## config.mk

```make
export PLATFORM = sky130hd
export DESIGN_NAME = can_core_timing_and_mode_control
export DESIGN_NICKNAME = d
export VERILOG_FILES = /design/src/can_core_timing_and_mode_control.v
export VERILOG_INCLUDE_DIRS = /design/src
export SDC_FILE = /design/constraint.sdc
export NUM_CORES = 1
export LEC_CHECK = 0
export CAP_MARGIN = 20
export CORE_ASPECT_RATIO = 1.5
export CORE_UTILIZATION = 45
export CTS_CLUSTER_DIAMETER = 40
export CTS_CLUSTER_SIZE = 10
export DETAILED_ROUTE_END_ITERATION = 12
export DONT_BUFFER_PORTS = 1
export GPL_TIMING_DRIVEN = 0
export SLEW_MARGIN = 10
export SYNTH_ARGS = -nofsm -noshare
export SYNTH_HDL_FRONTEND = slang
export SYNTH_SLANG_ARGS = --single-unit
```

## constraint.sdc

```tcl
create_clock -name mclk -period 4.1 [get_ports mclk]
set_clock_uncertainty 0.15 [all_clocks]
set_input_delay 0.205 -clock mclk [delete_from_list [all_inputs] [get_ports mclk]]
set_output_delay 0.205 -clock mclk [all_outputs]
set_load 0.05 [all_outputs]
```

## src/can_timing_defines.vh

```
// Constants for the protocol core timing and mode control block
`ifndef CAN_TIMING_DEFINES_VH
`define CAN_TIMING_DEFINES_VH
// Register byte offsets within the register window
`define OFS_COMMAND 12'h270
`define OFS_STATUS 12'h271
`define OFS_TIMING 12'h272
// Reset values
`define RST_COMMAND 8'h01
`define RST_STATUS 8'h00
`define RST_TIMING 16'h0000
// Timing register fields
`define PRESC_MSB 5
`define PRESC_LSB 0
`define JUMP_MSB 7
`define JUMP_LSB 6
`define SEG1_MSB 11
`define SEG1_LSB 8
`define SEG2_MSB 14
`define SEG2_LSB 12
`define TRIPLE_BIT 15
// Command register bits
`define CMD_RESET_REQ 0
`define CMD_PAD_DRIVE 2
`define CMD_SLEEP_EN 3
`define CMD_LISTEN 5
`define CMD_SELF_CHECK 6
`define CMD_RX_POL 7
// Status register bits
`define ST_SLEEP_READY 2
`define ST_RX_STATUS 3
`define ST_TX_STATUS 4
`define ST_WARNING 5
`define ST_PASSIVE 6
`define ST_BUS_OFF 7
`endif

```

## src/can_core_timing_and_mode_control.v

```verilog
// Protocol core bit timing, mode control, command and status registers
`timescale 1ns/1ps
// Notes on behaviour
// - Quantum is two clocks times prescaler plus one
// - Sample select: one or three samples
// - Sync one quantum; segment one field plus one
// - Segment two field plus one; sample between
// - Resync moves edge at most jump width
// - Resynchronize on recessive-to-dominant edges outside the sync segment
// - Timing register zero, word, reset mode writes
// - Hardware reset leaves core in reset mode
// - Clearing reset request enters operation mode
// - Underflow, bus-off, test mode force reset mode
// - Command resets to 01h, hardware sets bit0
// - Command bit 7 receive polarity, reset mode
// - Status read only, resets 00h, hardware owned; bit 2 reads 1 after reset unless an irq is pending
// - Status bits report core conditions and sleep
`include "can_timing_defines.vh"
module can_core_timing_and_mode_control
(
	// Clock and reset
	input wire mclk,
	input wire srst,
	// Register port
	input wire [11:0] reg_addr,
	input wire reg_wr,
	input wire reg_rd,
	input wire reg_word,
	input wire [15:0] reg_wdata,
	output reg [15:0] reg_rdata,
	// Events from the rest of the protocol core
	input wire tx_buffer_underflow,
	input wire bus_off_enter,
	input wire test_mode_enter,
	input wire bus_off_flag,
	input wire error_passive_flag,
	input wire error_warning_flag,
	input wire transmit_status,
	input wire receive_status,
	input wire core_irq_pending,
	input wire hard_sync_en,
	// Bus pin
	input wire can_rx_pin,
	// Core outputs
	output wire op_mode,
	output wire self_check,
	output wire listen_only,
	output wire sleep_enable,
	output wire tx_pad_drive,
	output reg quantum_tick,
	output reg sample_strobe,
	output reg sampled_bit,
	output reg bit_start
);
	// ********************************
	// Registers
	// ********************************
	reg [7:0] cmd_reg; // Command register
	reg [15:0] timing_reg; // Bit timing configuration
	reg [5:0] presc_cnt_reg; // Prescaler count
	reg pre_half_reg; // Half of the two-clock prescaler unit
	reg [1:0] seg_reg; // 0 sync, 1 segment one, 2 segment two
	reg [4:0] tq_cnt_reg; // Quanta spent in current segment
	reg [2:0] rx_sync_reg; // Pin synchroniser
	reg rx_last_reg; // Last accepted bus level
	reg [1:0] early_reg; // Two early samples for majority
	reg idle_reg; // No bus activity seen recently
	reg edge_pend_reg; // Edge seen between quanta, acted on at next tick
	// Derived fields
	wire [5:0] presc = timing_reg[`PRESC_MSB:`PRESC_LSB];
	wire [4:0] seg1_len = {1'b0, timing_reg[`SEG1_MSB:`SEG1_LSB]} + 5'h01;
	wire [4:0] seg2_len = {2'b00, timing_reg[`SEG2_MSB:`SEG2_LSB]} + 5'h01;
	wire [4:0] jump_width = {3'b000, timing_reg[`JUMP_MSB:`JUMP_LSB]} + 5'h01;
	wire triple = timing_reg[`TRIPLE_BIT];
	wire in_reset = cmd_reg[`CMD_RESET_REQ];
	// Receive level with polarity; changes count once stages 2 and 3 agree
	wire rx_agree = (rx_sync_reg[2] == rx_sync_reg[1]);
	wire rx_level = rx_sync_reg[2] ^ cmd_reg[`CMD_RX_POL];
	wire rx_edge = rx_agree && rx_last_reg && !rx_level;
	assign op_mode = !in_reset;
	assign self_check = cmd_reg[`CMD_SELF_CHECK];
	assign listen_only = cmd_reg[`CMD_LISTEN];
	assign sleep_enable = cmd_reg[`CMD_SLEEP_EN];
	assign tx_pad_drive = cmd_reg[`CMD_PAD_DRIVE];
	// Majority of three, used for triple sampling
	function maj3;
		input a, b, c;
		begin
			maj3 = (a & b) | (a & c) | (b & c);
		end
	endfunction
	// ********************************
	// Register writes and mode control
	// ********************************
	// Command and timing registers
	always @(posedge mclk)
	begin
		if (srst)
		begin
			cmd_reg <= `RST_COMMAND;
			timing_reg <= `RST_TIMING;
		end
		else
		begin
			if (reg_wr && reg_addr == `OFS_COMMAND)
			begin
				cmd_reg[`CMD_RESET_REQ] <= reg_wdata[`CMD_RESET_REQ];
				cmd_reg[`CMD_PAD_DRIVE] <= reg_wdata[`CMD_PAD_DRIVE];
				cmd_reg[`CMD_SLEEP_EN] <= reg_wdata[`CMD_SLEEP_EN];
				cmd_reg[`CMD_LISTEN] <= reg_wdata[`CMD_LISTEN];
				cmd_reg[`CMD_SELF_CHECK] <= reg_wdata[`CMD_SELF_CHECK];
				// polarity writable only in reset mode
				if (in_reset)
					cmd_reg[`CMD_RX_POL] <= reg_wdata[`CMD_RX_POL];
			end
			// events force reset mode from operation mode, where set wins over a clear; in reset mode a clear wins
			if (!in_reset && (tx_buffer_underflow || bus_off_enter ||
				test_mode_enter))
				cmd_reg[`CMD_RESET_REQ] <= 1'b1;
			// word writes in reset mode only
			if (reg_wr && reg_word && in_reset && reg_addr == `OFS_TIMING)
				timing_reg <= reg_wdata;
		end
	end
	// ********************************
	// Register read
	// ********************************
	// Registered read data; reserved bits read zero
	always @(posedge mclk)
	begin
		if (srst)
			reg_rdata <= 16'h0000;
		else if (reg_rd)
		begin
			case (reg_addr)
				`OFS_COMMAND: reg_rdata <= {8'h00, cmd_reg & 8'hed};
				// status assembled only from hardware state
				// bit layout of the status byte
				`OFS_STATUS: reg_rdata <= {8'h00, bus_off_flag,
					error_passive_flag, error_warning_flag,
					transmit_status, receive_status,
					idle_reg && !core_irq_pending, 2'b00};
				`OFS_TIMING: reg_rdata <= reg_word ? timing_reg : 16'h0000;
				default: reg_rdata <= 16'h0000;
			endcase
		end
	end
	// ********************************
	// Quantum prescaler
	// ********************************
	// tick every 2*(prescaler+1) clocks
	always @(posedge mclk)
	begin
		if (srst || in_reset)
		begin
			presc_cnt_reg <= 6'h00;
			pre_half_reg <= 1'b0;
			quantum_tick <= 1'b0;
		end
		else
		begin
			quantum_tick <= 1'b0;
			pre_half_reg <= !pre_half_reg;
			if (pre_half_reg)
			begin
				if (presc_cnt_reg == presc)
				begin
					presc_cnt_reg <= 6'h00;
					quantum_tick <= 1'b1;
				end
				else
					presc_cnt_reg <= presc_cnt_reg + 6'h01;
			end
		end
	end
	// ********************************
	// Receive synchroniser and idle sense
	// ********************************
	// Three stage pin synchroniser
	always @(posedge mclk)
	begin
		if (srst)
		begin
			rx_sync_reg <= 3'b111;
			rx_last_reg <= 1'b1;
			idle_reg <= 1'b1;
		end
		else
		begin
			rx_sync_reg <= {rx_sync_reg[1:0], can_rx_pin};
			if (rx_agree)
				rx_last_reg <= rx_level;
			// Idle while the bus stays recessive at a sample point
			if (sample_strobe)
				idle_reg <= sampled_bit;
		end
	end
	// ********************************
	// Bit segment sequencer
	// ********************************
	// bit = sync + segment one + segment two
	always @(posedge mclk)
	begin
		if (srst || in_reset)
		begin
			seg_reg <= 2'd0;
			tq_cnt_reg <= 5'h00;
			sample_strobe <= 1'b0;
			sampled_bit <= 1'b1;
			bit_start <= 1'b0;
			early_reg <= 2'b11;
			edge_pend_reg <= 1'b0;
		end
		else
		begin
			sample_strobe <= 1'b0;
			bit_start <= 1'b0;
			// Edge lasts one clock; keep it so a tick can still act on it
			edge_pend_reg <= !quantum_tick && (edge_pend_reg || rx_edge);
			if ((rx_edge || edge_pend_reg) && seg_reg != 2'd0 &&
				quantum_tick)
			begin
				if (hard_sync_en)
				begin
					seg_reg <= 2'd1;
					tq_cnt_reg <= 5'h00;
				end
				// late edge lengthens segment one by at most sjw
				else if (seg_reg == 2'd1)
					tq_cnt_reg <= (tq_cnt_reg > jump_width) ?
						tq_cnt_reg - jump_width : 5'h00;
				// early edge shortens segment two by at most sjw
				else if (seg2_len - tq_cnt_reg <= jump_width)
				begin
					seg_reg <= 2'd1;
					tq_cnt_reg <= 5'h00;
					bit_start <= 1'b1;
				end
				else
					tq_cnt_reg <= tq_cnt_reg + jump_width;
			end
			else if (quantum_tick)
			begin
				case (seg_reg)
					2'd0:
					begin
						seg_reg <= 2'd1;
						tq_cnt_reg <= 5'h00;
					end
					// segment one of field plus one quanta
					2'd1:
					begin
						// extra samples at the last two ticks of segment one, sample tick included
						if (tq_cnt_reg + 5'h02 >= seg1_len)
							early_reg <= {early_reg[0], rx_level};
						if (tq_cnt_reg + 5'h01 >= seg1_len)
						begin
							seg_reg <= 2'd2;
							tq_cnt_reg <= 5'h00;
							sample_strobe <= 1'b1;
							sampled_bit <= triple ?
								maj3(early_reg[1], early_reg[0], rx_level) :
								rx_level;
						end
						else
							tq_cnt_reg <= tq_cnt_reg + 5'h01;
					end
					// segment two of field plus one quanta
					2'd2:
					begin
						if (tq_cnt_reg + 5'h01 >= seg2_len)
						begin
							seg_reg <= 2'd0;
							tq_cnt_reg <= 5'h00;
							bit_start <= 1'b1;
						end
						else
							tq_cnt_reg <= tq_cnt_reg + 5'h01;
					end
					default:
					begin
						seg_reg <= 2'd0;
						tq_cnt_reg <= 5'h00;
					end
				endcase
			end
		end
	end
endmodule

```

==> metrics.md <==
| Metric | Value |
|---|---|
| Max-cap violation count | 0 |
| Max VDD drop | 273 uV |
| Clock Pin Slew Worst Setup and Hold Paths | 0.05 ns |
| CP arrival | 3.34 ns |
| CTS tree | done |
| Initial core utilization | 46.5% |
| Drt first-iter violations | 113 |
| RD Place Congestion | 0.852 |
| Critical Path RT | 4.22 ns |
| Hold Crit Start | hard_sync_en |
| Root buffer cell | clkbuf_16 |
| # nets final | 572 |
| #FFs+latches synth | 64 |
| Leak | 1.67 nW |
| Met2 usage | 46.2% |
| CTS Sinks | 64 |
| # diodes | 0 |
| Main synth FF type | dfxtp_1 |
| Post-synth EDFFs | 0 |
| IO buf count | 0 |
| Reg-to-Reg End | bit_start |
| Number of global-route vias before repair | 3411 |
| Worst-Margin Slew | 0.859 ns |
| Total die area | 8650 um2 |
| GRT Total Usage | 23.9% |
| YS warnings | 0 |
| Setup TNS | 0 ns |
| Drt total wl | 9830 um |
| Global-route wire length before repair | 16000 um |
| Synth async-reset ratio | 0% |
| Seq. cell area | 1280 um2 |
| Post-CTS Resized | 0 |
| Row count | 40 |
| Post-Syn Nets | 534 |
| CP Max Fanout | 9 |
| Sequential fraction of the synthesis area | 34.4% |
| Core area | 8010 um2 |
| Library cells used by synthesis | 52 |
| Reg2reg start | tq_cnt_reg[1] |
| Flop-to-flop setup slack | 0.87 ns |
| DRC viols | 0 |
| Initial antenna violation count | 0 |
| Area of the multi-input gates | 2270 um2 |
| Post-CTS setup buffers | 0 |
| Total congestion overflow | 0 |
| Clk_lat worst skew | 0.33 ns |
| Mean Syn Cell Area | 8.26 um2 |
| Min cycle time layout | 3.23 ns |
| Die width | 76.3 um |
| Critical Path Sink Type | flop |
| FF-to-FF path depth | 10 |
| Hold Crit Class | in2reg |
| Worst Setup Start Kind | flop |
| CTS Buffer Depth | 2 |
| P&R area growth vs syn | 18.5% |
| Post-route antenna net violation count | 0 |
| Final Hold Fails | 0 |
| Die Ht | 113 um |
| Post-Syn Area | 3720 um2 |
| Status | finished clean |
| Wirelength per Cell | 16.4 um |
| Slew headroom | 42.7% |
| FMAX | 0.310 GHz |
| Setup Viol. Count Final | 0 |
| CTS H-tree depth | 3 |
| Hold path cells | 2 |
| GR Layer Usage met1 | 24.1% |
| Final Max Slew Viols | 0 |
| End of the worst hold path | bit_start |
| Placed standard-cell area | 3850 um2 |
| Top Ports | 69 |
| Busiest layer in global routing | met2 |
| PwrDens | 323 nW/um2 |
| Largest net degree at the start of global routing | 11 |
| Final Cell Area | 4410 um2 |
| WS Path Type | reg2reg |
| Drt first pass iters | 5 |
| Final period util | 78.7% |
| Mapped Cells | 451 |
| Post-DP HPWL | 7450 um |
| Met3 usage in global routing | 5.44% |
| Total CTS buffers | 9 |
| Via density per instance | 5.62 |
| Share of layout cells above drive strength 1 | 5.48% |
| Via count | 3363 |
| RSZ-0062 raised after global routing | false |
| Fillers | 758 |
-- cells in the final DEF, fill, tap and decap left out, types with 6 or more instances in the layout --
cell / count
nand2_1: 68
nor2_1: 25
a21oi_1: 40
a31oi_1: 6
nand2b_1: 15
ha_1: 36
nand3_1: 31
dfxtp_1: 64
clkbuf_16: 9
dlygate4sd3_1: 27
o21ai_0: 18
inv_1: 25
nand4_1: 6
clkbuf_1: 18
nor3_1: 7
xor2_1: 11
xnor2_1: 12
-- layout make-up --
cell class | instances | area share, %
buffer | 19 | 1.84
clock buffer | 12 | 5.58
clock inverter | 3 | 0.964
inverter | 25 | 2.13
multi-input combinational | 343 | 51.4
sequential | 64 | 29.0
tap | 105 | 2.98
timing repair buffer | 27 | 6.12
-- synthesized netlist by cell type, types with 3 or more instances --
master,number,share of area [%]
nand2_1,68,6.9
dfxtp_1,64,34
a21oi_1,40,5.4
ha_1,36,12
nand3_1,31,4.2
inv_1,25,2.5
nor2_1,25,2.5
o21ai_0,18,2.4
clkbuf_1,16,1.6
nand2b_1,15,2.5
xnor2_1,12,2.8
xor2_1,11,2.6
nor3_1,7,0.94
a31oi_1,6,1.0
nand4_1,6,1.0
a222oi_1,5,1.3
nor2b_1,5,0.84
a21o_1,4,0.81
and3_1,4,0.67
or2_2,4,0.67
a211oi_1,3,0.60
fa_1,3,1.6
nand3b_1,3,0.60
o211ai_1,3,0.60
-- metal layers --
metal / wire, um / share of wire [%] / vias to the layer above
met5: 0 / 0 / -
met4: 278 / 2.8 / 0
met3: 338 / 3.4 / 19
met2: 5460 / 56 / 84
met1: 3750 / 38 / 1594
li1: - / - / 1666
-- power by group --
| group | leakage [nW] | total [mW] | switching (mW) | internal (mW) |
|---|---|---|---|---|
| logic | 1.01 | 0.0421 | 0.0193 | 0.0227 |
| clock network | 0.139 | 0.760 | 0.277 | 0.483 |
| registers | 0.516 | 0.625 | 0.00118 | 0.623 |
| total | 1.67 | 1.43 | 0.298 | 1.13 |
-- kinds of logic (layout without fill, tap and decap cells) --
kind of cell | Yosys count | in the layout | share of synthesized area [%]
XOR/XNOR | 23 | 23 | 5.41
flip-flops | 64 | 64 | 34.4
buffers and inverters | 44 | 86 | 4.70
adder cells (fa/ha/maj) | 39 | 39 | 13.7
multiplexers | 3 | 3 | 0.840
AND/OR/NAND/NOR | 177 | 177 | 23.2
AO/OA/AOI/OAI | 101 | 101 | 17.7
-- how the worst max path moves through the flow --
stage | start | to | slack [ns] | depth (start not counted)
floorplan | timing_reg[12] | seg_reg[0] | 1.18 | 10
global placement | tq_cnt_reg[1] | bit_start | 0.90 | 10
detailed placement | tq_cnt_reg[1] | bit_start | 0.85 | 10
CTS | tq_cnt_reg[1] | bit_start | 0.84 | 10
global route | tq_cnt_reg[1] | bit_start | 0.66 | 10
finish | tq_cnt_reg[1] | bit_start | 0.87 | 10
-- metrics by stage --
step	hold slack (ns)	std cells	worst slack (ns)	util (%)	power (mW)
detailed placement	0.163	556	0.851	48.1	0.658
CTS	0.00209	598	0.839	55.1	1.44
finish	0.0178	598	0.875	55.1	1.43
global placement	0.159	556	0.896	48.1	0.658
global route	0.0198	598	0.661	55.1	1.46
floorplan	0.159	451	1.18	-	0.652
-- worst max-delay path, stage by stage (launching register included) --
cell and delay, ns:
dfxtp_1 0.59, inv_1 0.19, fa_1 0.50, ha_1 0.30, nor2b_1 0.13, o21ai_0 0.14
a32oi_1 0.08, or4_4 0.52, buf_6 0.15, o31ai_1 0.20, and3_1 0.20
-- timing repair --
action / in CTS / in global routing
endpoints found under the hold margin: 28 / 0
endpoints found under the setup margin: 0 / 0
hold buffers: 27 / 0
No activity file was read; power rests on OpenSTA's default activity.
